### config.mk
export PLATFORM = sky130hd
export DESIGN_NAME = ptd_decoder
export DESIGN_NICKNAME = d
export VERILOG_FILES = /design/src/rtl/ptd_pkg.sv /design/src/rtl/ptd_line_if.sv /design/src/rtl/ptd_decoder.sv /design/src/rtl/ptd_filter.sv
export SDC_FILE = /design/constraint.sdc
export NUM_CORES = 1
export LEC_CHECK = 0
export BUFFER_PORTS_ARGS = -buffer_cell sky130_fd_sc_hd__buf_2
export CAP_MARGIN = 20
export CORE_ASPECT_RATIO = 1.2
export CORE_UTILIZATION = 59
export DETAILED_ROUTE_END_ITERATION = 6
export GPL_ROUTABILITY_DRIVEN = 0
export PLACE_DENSITY = 0.8
export SKIP_LAST_GASP = 1
export SLEW_MARGIN = 15
export SYNTH_ARGS = -nofsm -noshare
export SYNTH_HDL_FRONTEND = slang
export SYNTH_SLANG_ARGS = --single-unit
export TNS_END_PERCENT = 20
### constraint.sdc
create_clock -name ref_clk_i -period 6.37 [get_ports ref_clk_i]
set_input_delay 1.5925 -clock ref_clk_i [delete_from_list [all_inputs] [get_ports ref_clk_i]]
set_output_delay 1.5925 -clock ref_clk_i [all_outputs]
set_load 0.02 [all_outputs]
### src/rtl/ptd_pkg.sv
// Package for the pulse train reference decoder.
// Assumes a single 100 MHz clock domain; config is latched at restart.
package ptd_pkg;
	// Control method code that enables position control
	localparam logic [3:0] CTRL_POSITION = 4'h1;
	// Pulse form codes
	localparam logic [3:0] FORM_SIGN_POS = 4'h0;
	localparam logic [3:0] FORM_FWDREV_POS = 4'h1;
	localparam logic [3:0] FORM_QUAD_X1 = 4'h2;
	localparam logic [3:0] FORM_QUAD_X2 = 4'h3;
	localparam logic [3:0] FORM_QUAD_X4 = 4'h4;
	localparam logic [3:0] FORM_SIGN_NEG = 4'h5;
	localparam logic [3:0] FORM_FWDREV_NEG = 4'h6;
	// Filter codes
	localparam logic [3:0] FILT_LINE_1M = 4'h0;
	localparam logic [3:0] FILT_OPEN_200K = 4'h1;
	localparam logic [3:0] FILT_LINE_4M = 4'h2;
	// Clock and filter timing
	localparam int CLK_MHZ = 100;
	localparam int FILT_1M_NS = 100;
	localparam int FILT_200K_NS = 1000;
	localparam int FILT_4M_NS = 30;
	localparam int FILT_1M_CYC = FILT_1M_NS * CLK_MHZ / 1000;
	localparam int FILT_200K_CYC = FILT_200K_NS * CLK_MHZ / 1000;
	localparam int FILT_4M_CYC = FILT_4M_NS * CLK_MHZ / 1000;
	localparam int FILT_W = 7;
	localparam int POS_W = 32;
	localparam logic [POS_W-1:0] POS_RESET = 32'h0000_0000;
endpackage

### src/rtl/ptd_line_if.sv
// Interface carrying filtered pulse lines between the filter and the decoder.
// Assumes both ends run on ref_clk_i.
`timescale 1ns/1ps
interface ptd_line_if;
	logic line_a;
	logic line_b;
	modport src (output line_a, output line_b);
	modport dst (input line_a, input line_b);
endinterface

### src/rtl/ptd_decoder.sv
// Pulse train reference decoder: filters the two reference lines, decodes
// them per the latched pulse form and drives a signed position accumulator.
// Assumes the two reference lines are asynchronous pins already converted to
// logic levels; configuration inputs are sampled only at restart.
//
// Overview of operation
// - Decode pulses only when control method selects position control.
// - Pulse form code picks sign/pulse, forward/reverse or quadrature encoding.
// - Positive sign mode: direction high counts forward, low counts reverse.
// - Negative sign mode: direction low counts forward, high counts reverse.
// - Positive forward/reverse: pulse on either line steps; idle lines low.
// - Negative forward/reverse: same as positive, active-low, idle high.
// - Quadrature: B leading A is forward, B lagging A is reverse.
// - Quadrature codes give one, two or four counts per input cycle.
// - Filter code selects 1 Mpps, 200 kpps or 4 Mpps input filter.
// - Open-collector: conducting transistor reads high, off reads low.
`timescale 1ns/1ps
module ptd_decoder
	import ptd_pkg::*;
(
	// Clock and reset
	input wire logic ref_clk_i,
	input wire logic rst_i,
	// Configuration, latched at restart
	input wire logic [3:0] control_method_select_i,
	input wire logic [3:0] pulse_form_select_i,
	input wire logic [3:0] filter_select_i,
	// Reference lines: pulse_line / phase A / reverse, and sign / phase B / forward
	input wire logic pulse_line_i,
	input wire logic sign_line_i,
	// Decoded output
	output logic fwd_step_o,
	output logic rev_step_o,
	output logic active_o,
	output logic cfg_error_o,
	output logic signed [POS_W-1:0] position_o
);
	typedef enum logic [1:0] {
		PTD_ST_RESTART = 2'b00,
		PTD_ST_RUN = 2'b01,
		PTD_ST_IDLE = 2'b10
	} ptd_state_e;

	ptd_state_e state_r;
	logic [3:0] form_r;
	logic [3:0] filt_r;
	logic [FILT_W-1:0] len_r;
	logic prev_a_r, prev_b_r;
	logic fwd_nxt, rev_nxt;
	logic line_a, line_b;

	ptd_line_if lines ();

	// Open-collector logic sense is absorbed by the receiver: a conducting
	// transistor already arrives as a high level, so no inversion here.
	ptd_filter u_filter (
		.ref_clk_i(ref_clk_i),
		.rst_i(rst_i),
		.pin_a_i(pulse_line_i),
		.pin_b_i(sign_line_i),
		.len_i(len_r),
		.out(lines)
	);

	assign line_a = lines.line_a;
	assign line_b = lines.line_b;

	function automatic logic form_valid(input logic [3:0] f);
		form_valid = (f <= FORM_FWDREV_NEG);
	endfunction

	function automatic logic [FILT_W-1:0] filt_len(input logic [3:0] f);
		case (f)
			FILT_OPEN_200K: filt_len = FILT_W'(FILT_200K_CYC);
			FILT_LINE_4M: filt_len = FILT_W'(FILT_4M_CYC);
			default: filt_len = FILT_W'(FILT_1M_CYC);
		endcase
	endfunction

	// Quadrature sense: B leading A leaves the lines equal after an A edge
	function automatic logic quad_fwd(input logic a_moved, input logic a, input logic b);
		quad_fwd = a_moved ? (a == b) : (a != b);
	endfunction

	// Restart latch: settings take effect only through a reset
	always_ff @(posedge ref_clk_i) begin
		if (rst_i) begin
			state_r <= PTD_ST_RESTART;
			form_r <= FORM_SIGN_POS;
			filt_r <= FILT_LINE_1M;
			len_r <= 7'h00;
			cfg_error_o <= 1'b0;
		end else if (state_r == PTD_ST_RESTART) begin
			form_r <= pulse_form_select_i;
			filt_r <= filter_select_i;
			len_r <= filt_len(filter_select_i);
			cfg_error_o <= !form_valid(pulse_form_select_i) || (filter_select_i > FILT_LINE_4M);
			if (control_method_select_i == CTRL_POSITION && form_valid(pulse_form_select_i)) begin
				state_r <= PTD_ST_RUN;
			end else begin
				state_r <= PTD_ST_IDLE;
			end
		end
	end

	always_ff @(posedge ref_clk_i) begin
		if (rst_i) begin
			prev_a_r <= 1'b0;
			prev_b_r <= 1'b0;
		end else begin
			prev_a_r <= line_a;
			prev_b_r <= line_b;
		end
	end

	// Step decode by pulse form
	always_comb begin
		logic rise_a, fall_a, rise_b, fall_b, edge_a, edge_b;
		rise_a = line_a && !prev_a_r;
		fall_a = !line_a && prev_a_r;
		rise_b = line_b && !prev_b_r;
		fall_b = !line_b && prev_b_r;
		edge_a = rise_a || fall_a;
		edge_b = rise_b || fall_b;
		fwd_nxt = 1'b0;
		rev_nxt = 1'b0;
		if (state_r == PTD_ST_RUN) begin
			case (form_r)
				FORM_SIGN_POS: begin
					fwd_nxt = rise_a && line_b;
					rev_nxt = rise_a && !line_b;
				end
				FORM_SIGN_NEG: begin
					fwd_nxt = fall_a && !line_b;
					rev_nxt = fall_a && line_b;
				end
				FORM_FWDREV_POS: begin
					fwd_nxt = rise_b && !rise_a;
					rev_nxt = rise_a && !rise_b;
				end
				FORM_FWDREV_NEG: begin
					fwd_nxt = fall_b && !fall_a;
					rev_nxt = fall_a && !fall_b;
				end
				FORM_QUAD_X1: begin
					// One count per cycle, on A rising
					fwd_nxt = rise_a && line_b;
					rev_nxt = rise_a && !line_b;
				end
				FORM_QUAD_X2: begin
					// Every A edge counts; B only gives the sense
					fwd_nxt = edge_a && quad_fwd(1'b1, line_a, line_b);
					rev_nxt = edge_a && !quad_fwd(1'b1, line_a, line_b);
				end
				FORM_QUAD_X4: begin
					// Both lines moving at once is a lost step; dropped on purpose
					if (edge_a ^ edge_b) begin
						fwd_nxt = quad_fwd(edge_a, line_a, line_b);
						rev_nxt = !quad_fwd(edge_a, line_a, line_b);
					end
				end
				default: begin
					fwd_nxt = 1'b0;
					rev_nxt = 1'b0;
				end
			endcase
		end
	end

	always_ff @(posedge ref_clk_i) begin
		if (rst_i) begin
			fwd_step_o <= 1'b0;
			rev_step_o <= 1'b0;
			active_o <= 1'b0;
		end else begin
			fwd_step_o <= fwd_nxt;
			rev_step_o <= rev_nxt;
			active_o <= (state_r == PTD_ST_RUN);
		end
	end

	// Position accumulator, wraps in two's complement
	always_ff @(posedge ref_clk_i) begin
		if (rst_i) begin
			position_o <= POS_RESET;
		end else if (fwd_nxt) begin
			position_o <= position_o + 32'sh0000_0001;
		end else if (rev_nxt) begin
			position_o <= position_o - 32'sh0000_0001;
		end
	end

	a_idle_no_steps: assert property (@(posedge ref_clk_i) disable iff (rst_i)
		state_r != PTD_ST_RUN |=> !fwd_step_o && !rev_step_o)
		else $error("step while not in position control");
	a_steps_exclusive: assert property (@(posedge ref_clk_i) disable iff (rst_i)
		!(fwd_step_o && rev_step_o))
		else $error("forward and reverse step together");
	a_fwd_increments: assert property (@(posedge ref_clk_i) disable iff (rst_i)
		fwd_nxt |=> position_o == $past(position_o) + 32'sh0000_0001)
		else $error("forward step did not increment");
	a_rev_decrements: assert property (@(posedge ref_clk_i) disable iff (rst_i)
		rev_nxt |=> position_o == $past(position_o) - 32'sh0000_0001)
		else $error("reverse step did not decrement");
	a_sign_pos_dir: assert property (@(posedge ref_clk_i) disable iff (rst_i)
		state_r == PTD_ST_RUN && form_r == FORM_SIGN_POS && line_a && !prev_a_r
		|=> fwd_step_o == $past(line_b))
		else $error("positive sign direction wrong");
	a_sign_neg_dir: assert property (@(posedge ref_clk_i) disable iff (rst_i)
		state_r == PTD_ST_RUN && form_r == FORM_SIGN_NEG && !line_a && prev_a_r
		|=> rev_step_o == $past(line_b))
		else $error("negative sign direction wrong");
	a_fwdrev_pos: assert property (@(posedge ref_clk_i) disable iff (rst_i)
		state_r == PTD_ST_RUN && form_r == FORM_FWDREV_POS && line_b && !prev_b_r
		&& !(line_a && !prev_a_r) |=> fwd_step_o)
		else $error("forward line pulse not counted");
	a_fwdrev_neg: assert property (@(posedge ref_clk_i) disable iff (rst_i)
		state_r == PTD_ST_RUN && form_r == FORM_FWDREV_NEG && !line_a && prev_a_r
		&& !(!line_b && prev_b_r) |=> rev_step_o)
		else $error("active-low reverse pulse not counted");
	a_quad_x1_edge: assert property (@(posedge ref_clk_i) disable iff (rst_i)
		form_r == FORM_QUAD_X1 && fwd_nxt |-> line_a && !prev_a_r && line_b)
		else $error("x1 forward count not on A rising with B high");
	a_quad_x4_b: assert property (@(posedge ref_clk_i) disable iff (rst_i)
		state_r == PTD_ST_RUN && form_r == FORM_QUAD_X4 && (line_b != prev_b_r)
		&& (line_a == prev_a_r) |=> fwd_step_o || rev_step_o)
		else $error("x4 missed B edge");
	a_filter_len: assert property (@(posedge ref_clk_i) disable iff (rst_i)
		state_r != PTD_ST_RESTART && filt_r == FILT_OPEN_200K
		|-> len_r == FILT_W'(FILT_200K_CYC))
		else $error("open-collector filter length wrong");

	// Opposite senses and quiet lines: a swapped or stray count
	// would pass the one-sense checks above unnoticed
	a_sign_pos_rev: assert property (@(posedge ref_clk_i) disable iff (rst_i)
		state_r == PTD_ST_RUN && form_r == FORM_SIGN_POS && line_a && !prev_a_r
		|=> rev_step_o == !$past(line_b))
		else $error("positive sign reverse sense wrong");
	a_sign_neg_fwd: assert property (@(posedge ref_clk_i) disable iff (rst_i)
		state_r == PTD_ST_RUN && form_r == FORM_SIGN_NEG && !line_a && prev_a_r
		|=> fwd_step_o == !$past(line_b))
		else $error("negative sign forward sense wrong");
	a_sign_b_quiet: assert property (@(posedge ref_clk_i) disable iff (rst_i)
		form_r == FORM_SIGN_POS && !(line_a && !prev_a_r)
		|=> !fwd_step_o && !rev_step_o)
		else $error("sign mode counted without a pulse edge");
	a_fwdrev_pos_rev: assert property (@(posedge ref_clk_i) disable iff (rst_i)
		state_r == PTD_ST_RUN && form_r == FORM_FWDREV_POS && line_a && !prev_a_r
		&& !(line_b && !prev_b_r) |=> rev_step_o)
		else $error("reverse line pulse not counted");
	a_fwdrev_neg_fwd: assert property (@(posedge ref_clk_i) disable iff (rst_i)
		state_r == PTD_ST_RUN && form_r == FORM_FWDREV_NEG && !line_b && prev_b_r
		&& !(!line_a && prev_a_r) |=> fwd_step_o)
		else $error("active-low forward pulse not counted");
	a_quad_x1_rev: assert property (@(posedge ref_clk_i) disable iff (rst_i)
		form_r == FORM_QUAD_X1 && rev_nxt |-> line_a && !prev_a_r && !line_b)
		else $error("x1 reverse count not on A rising with B low");
	a_x1_b_quiet: assert property (@(posedge ref_clk_i) disable iff (rst_i)
		form_r == FORM_QUAD_X1 && !(line_a && !prev_a_r)
		|=> !fwd_step_o && !rev_step_o)
		else $error("x1 counted off an A rising edge");
	a_quad_x2_a: assert property (@(posedge ref_clk_i) disable iff (rst_i)
		state_r == PTD_ST_RUN && form_r == FORM_QUAD_X2 && (line_a != prev_a_r)
		|=> (fwd_step_o || rev_step_o) && fwd_step_o == $past(line_a == line_b))
		else $error("x2 A edge sense wrong or missed");
	a_x2_b_quiet: assert property (@(posedge ref_clk_i) disable iff (rst_i)
		form_r == FORM_QUAD_X2 && (line_a == prev_a_r)
		|=> !fwd_step_o && !rev_step_o)
		else $error("x2 counted without an A edge");
	a_quad_x4_a: assert property (@(posedge ref_clk_i) disable iff (rst_i)
		state_r == PTD_ST_RUN && form_r == FORM_QUAD_X4 && (line_a != prev_a_r)
		&& (line_b == prev_b_r) |=> fwd_step_o == $past(line_a == line_b))
		else $error("x4 A edge sense wrong");

	// Latched config holds until the next restart; accumulator holds without a step
	a_run_needs_pos: assert property (@(posedge ref_clk_i) disable iff (rst_i)
		state_r == PTD_ST_RESTART && control_method_select_i != CTRL_POSITION
		|=> state_r == PTD_ST_IDLE)
		else $error("decoder ran outside position control");
	a_cfg_error: assert property (@(posedge ref_clk_i) disable iff (rst_i)
		state_r == PTD_ST_RESTART |=> cfg_error_o ==
		($past(pulse_form_select_i) > FORM_FWDREV_NEG
		|| $past(filter_select_i) > FILT_LINE_4M))
		else $error("config error flag wrong");
	a_active_holds: assert property (@(posedge ref_clk_i) disable iff (rst_i)
		active_o |=> active_o)
		else $error("decoder stopped without a restart");
	a_cfg_error_holds: assert property (@(posedge ref_clk_i) disable iff (rst_i)
		cfg_error_o |=> cfg_error_o)
		else $error("config error dropped without a restart");
	a_position_still: assert property (@(posedge ref_clk_i) disable iff (rst_i)
		!fwd_nxt && !rev_nxt |=> position_o == $past(position_o))
		else $error("position moved without a step");

	c_sign_fwd: cover property (@(posedge ref_clk_i) form_r == FORM_SIGN_POS && fwd_step_o);
	c_quad_rev: cover property (@(posedge ref_clk_i) form_r == FORM_QUAD_X4 && rev_step_o);
	c_fwdrev_neg: cover property (@(posedge ref_clk_i) form_r == FORM_FWDREV_NEG && fwd_step_o);
	c_idle: cover property (@(posedge ref_clk_i) state_r == PTD_ST_IDLE);
	c_quad_x2_fwd: cover property (@(posedge ref_clk_i) form_r == FORM_QUAD_X2 && fwd_step_o);
endmodule

### src/rtl/ptd_filter.sv
// Two-line synchroniser and glitch filter for the reference inputs.
// Assumes raw pins are asynchronous to ref_clk_i; len_i is static after restart.
`timescale 1ns/1ps
module ptd_filter
	import ptd_pkg::*;
(
	// Clock and reset
	input wire logic ref_clk_i,
	input wire logic rst_i,
	// Raw lines and filter length
	input wire logic pin_a_i,
	input wire logic pin_b_i,
	input wire logic [FILT_W-1:0] len_i,
	// Filtered lines
	ptd_line_if.src out
);
	logic [1:0] sa_r, sb_r;
	logic [FILT_W-1:0] ca_r, cb_r;
	logic fa_r, fb_r;

	always_ff @(posedge ref_clk_i) begin
		if (rst_i) begin
			sa_r <= 2'h0;
			sb_r <= 2'h0;
		end else begin
			sa_r <= {sa_r[0], pin_a_i};
			sb_r <= {sb_r[0], pin_b_i};
		end
	end

	// A level is accepted only after staying stable for len_i + 1 cycles
	always_ff @(posedge ref_clk_i) begin
		if (rst_i) begin
			ca_r <= 7'h00;
			fa_r <= 1'b0;
		end else if (sa_r[1] == fa_r) begin
			ca_r <= 7'h00;
		end else if (ca_r >= len_i) begin
			fa_r <= sa_r[1];
			ca_r <= 7'h00;
		end else begin
			ca_r <= ca_r + 7'h01;
		end
	end

	always_ff @(posedge ref_clk_i) begin
		if (rst_i) begin
			cb_r <= 7'h00;
			fb_r <= 1'b0;
		end else if (sb_r[1] == fb_r) begin
			cb_r <= 7'h00;
		end else if (cb_r >= len_i) begin
			fb_r <= sb_r[1];
			cb_r <= 7'h00;
		end else begin
			cb_r <= cb_r + 7'h01;
		end
	end

	assign out.line_a = fa_r;
	assign out.line_b = fb_r;
endmodule

==> results of run 1 <==
-- power by group --
group	internal, mW	switching (mW)	total [mW]
sequential	0.431	0.00691	0.438
clock	0.159	0.170	0.329
combinational	0.0226	0.0307	0.0533
total	0.613	0.208	0.820
-- sequential cells by signal (all words and copies together), names as in the netlist --
| name | count |
|---|---|
| u_filter.sa_r | 2 |
| u_filter.ca_r | 7 |
| u_filter.out.line_b | 1 |
| prev_a_r | 1 |
| fwd_step_o | 1 |
| state_r | 2 |
| u_filter.sb_r | 2 |
| active_o | 1 |
| u_filter.out.line_a | 1 |
| cfg_error_o | 1 |
| rev_step_o | 1 |
| u_filter.cb_r | 7 |
| prev_b_r | 1 |
| position_o | 32 |
| len_r | 4 |
| form_r | 4 |
-- logic make-up (layout without fill, tap and decap cells) --
logic type	after synthesis	in the layout	share of synthesized area
AO/OA/AOI/OAI	157	157	0.231
XOR/XNOR	34	34	0.0646
adder cells (fa/ha/maj)	51	51	0.140
buffers and inverters	46	94	0.0404
flip-flops	68	68	0.295
multiplexers	7	7	0.0155
AND/OR/NAND/NOR	204	204	0.214
-- critical path: stages (launching register included) --
cell	delay [ps]
dfxtp_1	490
ha_1	230
or3b_1	350
a21oi_1	170
a211oi_1	100
o21ai_2	270
nand2_1	370
buf_4	400
ha_1	400
a211o_1	330
a311o_1	310
o211ai_1	100
a211o_1	210
a31oi_1	160
or3b_1	430
o211ai_2	90
mux2_1	330
-- layer usage --
metal	GRT usage	wire length (um)
met5	0	0
met4	0.114	217
met3	0.0583	533
met2	0.501	5550
met1	0.314	4320
-- layout by cell type (no fill, tap or decap), types with 3 or more instances in the layout --
master and count:
buf_2 51, dfxtp_1 68, mux2i_1 6, o211ai_1 5, inv_1 24, a21oi_1 49, nor2_1 65, nor3_1 13
nand2b_1 7, o21ai_1 3, nand2_1 51, or3_1 5, a31oi_1 9, a211o_1 6, ha_1 50, nor4b_1 3
and3_1 6, o21ai_0 18, and4_1 3, a311o_1 4, buf_4 3, o21a_1 5, o31ai_1 4, a21o_1 24
nand3b_1 5, nor2b_1 9, xnor2_1 20, a211oi_1 6, clkbuf_8 11, nor4_1 3, nand3_1 19, xor2_1 14
-- layout make-up --
class,instances,area [um2],share of cell area
multi-input cells,453,3080,0.603
flip-flops and latches,68,1360,0.267
repair buffers,54,278,0.0545
clock buffers,11,151,0.0297
well taps,90,113,0.0221
inverters,25,93.8,0.0184
clock inverters,4,25.0,0.00491
-- metrics by stage --
step,utilization,area (um2)
final,0.689,5100
after global routing,0.689,5100
after CTS,0.689,5100
after detailed placement,0.665,4920
after global placement,0.665,4920
after floorplan,-,4610
-- final timing paths --
kind	startpoint	endpoint	slack, ps	cells after the start
max reg2reg	u_filter.out.line_b	position_o[31]	1500	16
min reg2reg	u_filter.sb_r[0]	u_filter.sb_r[1]	440	1
max	u_filter.out.line_b	position_o[31]	1500	16
min	u_filter.sb_r[0]	u_filter.sb_r[1]	440	1
==> results by group, run 1 <==
Yosys
  – Synthesized area: 4610 um2
  – Top_reg_cell synth: dfxtp_1
  – Largest cells by area after synthesis: dfxtp_1 (30%), ha_1 (14%), a21oi_1 (5.3%), nor2_1 (5.3%), nand2_1 (4.2%)
  – Cells after Synth: 567
  – Synthesis-stage register bit count: 68
  – Number of flops mapped to enable cells by yosys: 0
  – Ys Warns: 0
  – Net Count, Synth: 634
  – Most common cell in the synthesized netlist: dfxtp_1
  – Area fraction of the dominant cell type after synthesis: 0.295
  – Synth area leader: dfxtp_1
  – Netlist cell types: 64
  – Post-synth top cells: dfxtp_1 (68), nor2_1 (65), nand2_1 (51)
  – Syn avg cell area: 8.13 um2
  – Post-synthesis sequential area ratio: 0.295
  – Async SR Flop Fraction: 0

Clocking
  – CTS tree: done
  – Setup Buffers After CTS: 0
  – Post-CTS Resized: 0
  – # H-tree levels: 3
  – Worst-skew pair later-pin latency: 360 ps
  – CTS sink cnt: 68
  – # hold bufs at CTS: 0
  – Clock buffer depth: 2
  – Clock-pin slew on the worst setup and hold paths: 80 ps
  – Clock root buffer: clkbuf_8
  – Num CTS Buffers: 9

Cells and area
  – Final non-filler cell total: 705
  – Final net count: 678
  – Diode count: 0
  – Fillers: 614
  – Synthesis-to-finish area growth: 10.5%
  – Share of layout cells above drive strength 1: 0.132

Place
  – Dpl ws: 1560 ps
  – HPWL after detailed placement: 7650 um
  – Placed cells: 690
  – Port bufs: 51

Timing
  – Final Hold Vio Count: 0
  – Max Slew Vio Count: 0
  – Min Hold Slack: 440 ps
  – Final worst slack: 1500 ps
  – RSZ-0062 raised after global routing: no
  – Sum of negative setup slack: 0 ps
  – Clk_skew: 9.46 ps
  – Final Critical Period: 4870 ps
  – Setup violators final: 0
  – Period utilization: 0.765
  – Least-Margin Pin Slew: 835 ps
  – FMAX: 205 MHz
  – Slew headroom: 0.439

Floorplanning
  – Die area: 8180 um2
  – Initial core utilization: 0.623
  – DIE WIDTH: 82.7 um
  – Ports: 52
  – Die Ht: 98.9 um
  – Row count: 34
  – Core area: 7400 um2

Route
  – Via-to-Cell Ratio: 6.06
  – DRT Wirelength: 10600 um
  – Vias post-DR: 4275
  – Initial DRC count: 182
  – DRC: 0
  – Drt pass-1 iters: 7
  – DRT antenna net count: 0
  – Avg WL per Cell: 15.1 um

Pwr
  – Power after layout: 0.820 mW
  – P_leak: 2.40 nW
  – Peak supply drop: 0.000163 V
  – PD cells: 161 nW/um2

Critical path
  – Data arrival time of the critical path: 5120 ps
  – Crit Path Class: reg -> reg
  – Worst EP required: 6620 ps
  – Top fanout value on the critical path: 21
  – Critical Path Source Type: register
  – Nature of the critical path endpoint: register

GRT
  – Initial antenna violation count: 0
  – Largest net degree at the start of global routing: 58
  – Vias in the first global route: 4118
  – Gr ovfl total: 0
  – Total Routing Usage GR: 0.281
  – First-pass GRT wire length: 17900 um

Hold path
  – Worst hold path class: reg -> reg

Job
  – Maxcap violations: 0

Run status
  – Status: finished clean
(Power assumes the default switching activity.)
==> run 2: changes to the inputs <==
clock period = 4.7 ns   (was 6.37 ns; I/O delays follow)
==> run 2 against run 1 <==
  * Final area is 1.7% higher
  * Non-clock buffer count increased by 2
  * Critical path depth up 3
  * Critical path type unchanged
  * Critical endpoint unchanged
  * Largest cell class unchanged
==> results by group, run 2 (same netlist as run 1, synthesis figures left out) <==
Critical path
  – Crit Path Class: reg -> reg
  – R2r setup slk: 270 ps
  – Worst EP required: 4940 ps
  – Family with the most delay on the worst path: compound AO/OA/AOI/OAI gates
  – Data arrival time of the critical path: 4680 ps
  – Top fanout value on the critical path: 33
  – Nature of the critical path endpoint: register
  – Worst path slowest cell: a221o_1
  – Bufs and invs on worst path: 3
  – CP most frequent cell: ha_1
  – Crit-path cells: inv_1 -> ha_1 -> inv_1 -> ha_1 -> nand3_1 -> a21oi_1 -> a211oi_1 -> o21ai_2 -> nand2_1 -> buf_12 -> ha_1 -> a21oi_2 -> nand2_1 -> a221o_1 -> o31ai_4 -> a31oi_2 -> or3b_1 -> o211ai_2 -> mux2_1
  – Max stage delay on crit path: 410 ps
  – Critical Path Source Type: register

Timing
  – RSZ-0062 raised after global routing: no
  – Period utilization: 0.943
  – FMAX: 226 MHz
  – Least-Margin Pin Slew: 642 ps
  – Slew headroom: 0.571
  – Setup violators final: 0
  – Sum of negative setup slack: 0 ps
  – Final Critical Period: 4430 ps
  – Max Slew Vio Count: 0
  – Min Hold Slack: 447 ps
  – Final Hold Vio Count: 0
  – Clk_skew: 8.66 ps

Cells and area
  – Most common cell after layout, fill and taps aside: dfxtp_1
  – Fillers: 605
  – Footprint of the multi-input gates: 3090 um2
  – Share of layout cells above drive strength 1: 0.139
  – Final net count: 680
  – Largest register FFs: 32
  – Reg with most FFs: position_o
  – Diode count: 0
  – Synthesis-to-finish area growth: 12.4%
  – Post-route cell area: 5180 um2
  – Final non-filler cell total: 708
  – Utilization after layout: 0.700
  – Largest registers: position_o x32, u_filter.ca_r x7, u_filter.cb_r x7
  – Register area: 1360 um2
  – Commonest non-fill, non-tap cells in the layout: dfxtp_1 (66), nor2_1 (65), nand2_1 (51), buf_2 (51), ha_1 (50)

Floorplanning
  – Core area: 7400 um2
  – Row count: 34
  – Die area: 8180 um2
  – Die Ht: 98.9 um
  – Initial core utilization: 0.623
  – DIE WIDTH: 82.7 um
  – Ports: 52

GRT
  – Gr ovfl total: 0
  – First-pass GRT wire length: 17800 um
  – Vias in the first global route: 4146
  – Met3 global-route usage: 0.0556
  – Initial antenna violation count: 0
  – Largest net degree at the start of global routing: 57
  – Total Routing Usage GR: 0.278
  – Top Usage Layer GRT: met2
  – Met1 Usage GRT: 0.297
  – M2 GR Usage: 0.502

Clocking
  – Clock buffer depth: 2
  – # H-tree levels: 3
  – Clock root buffer: clkbuf_8
  – CTS tree: done
  – Clock-pin slew on the worst setup and hold paths: 80 ps
  – Num CTS Buffers: 9
  – CTS sink cnt: 68
  – Worst-skew pair later-pin latency: 350 ps

Pwr
  – PD cells: 234 nW/um2
  – P_leak: 2.43 nW
  – Peak supply drop: 0.000237 V

Place
  – Placed cells: 691
  – Port bufs: 51
  – Placed Area: 4940 um2
  – HPWL after detailed placement: 7630 um

Run status
  – Status: finished clean

Route
  – Avg WL per Cell: 15.2 um
  – Vias post-DR: 4250
  – DRT Wirelength: 10700 um
  – DRT antenna net count: 0
  – DRC: 0
  – Drt pass-1 iters: 7
  – Via-to-Cell Ratio: 6.00
  – Initial DRC count: 183

Job
  – Maxcap violations: 0

Hold path
  – Worst hold path class: reg -> reg
-- run 2: cell count changes in the layout (fill, tap and decap cells not counted), moves of 2 or more --
cell       change
dfxtp_2        +2
clkbuf_8       -2
bufinv_16      +2
dfxtp_1        -2
-- run 2: routing by layer --
metal  wire length [um]  part of all wire
met1               4400              0.41
met2               5570              0.52
met3                481             0.045
met4                286             0.027
met5                  0                 0
-- run 2: repair_timing --
item,in CTS,in global routing
endpoints found under the setup margin,0,3
setup buffers,0,1
resized for setup,0,4
hold buffers,0,0
hold endpoints to repair,0,0
-- run 2: layout make-up --
| type | count | area share |
|---|---|---|
| multi-input cells | 453 | 0.596 |
| flip-flops and latches | 68 | 0.263 |
| repair buffers | 56 | 0.0589 |
| clock buffers | 10 | 0.0246 |
| well taps | 90 | 0.0217 |
| inverters | 25 | 0.0181 |
| clock inverters | 6 | 0.0171 |
-- run 2: where the power goes --
group	internal [mW]	switching [mW]	leakage (nW)	total, mW
Combinational	0.0310	0.0420	1.78	0.0730
Clock	0.299	0.246	0.102	0.545
Sequential	0.584	0.00964	0.552	0.594
-- run 2: metrics by stage --
stage | setup slack (ps) | power, mW
5_1_grt | 10.7 | 1.25
2_1_floorplan | 233 | 0.657
3_5_place_dp | 260 | 0.679
4_1_cts | 206 | 1.22
3_3_place_gp | 372 | 0.675
6_report | 269 | 1.21
-- run 2: worst paths after layout --
| path | endpoint | cells past startpoint | from |
|---|---|---|---|
| max | position_o[31] | 19 | prev_a_r |
| min reg2reg | u_filter.sa_r[1] | 1 | u_filter.sa_r[0] |
| max reg2reg | position_o[31] | 19 | prev_a_r |
| min | u_filter.sa_r[1] | 1 | u_filter.sa_r[0] |
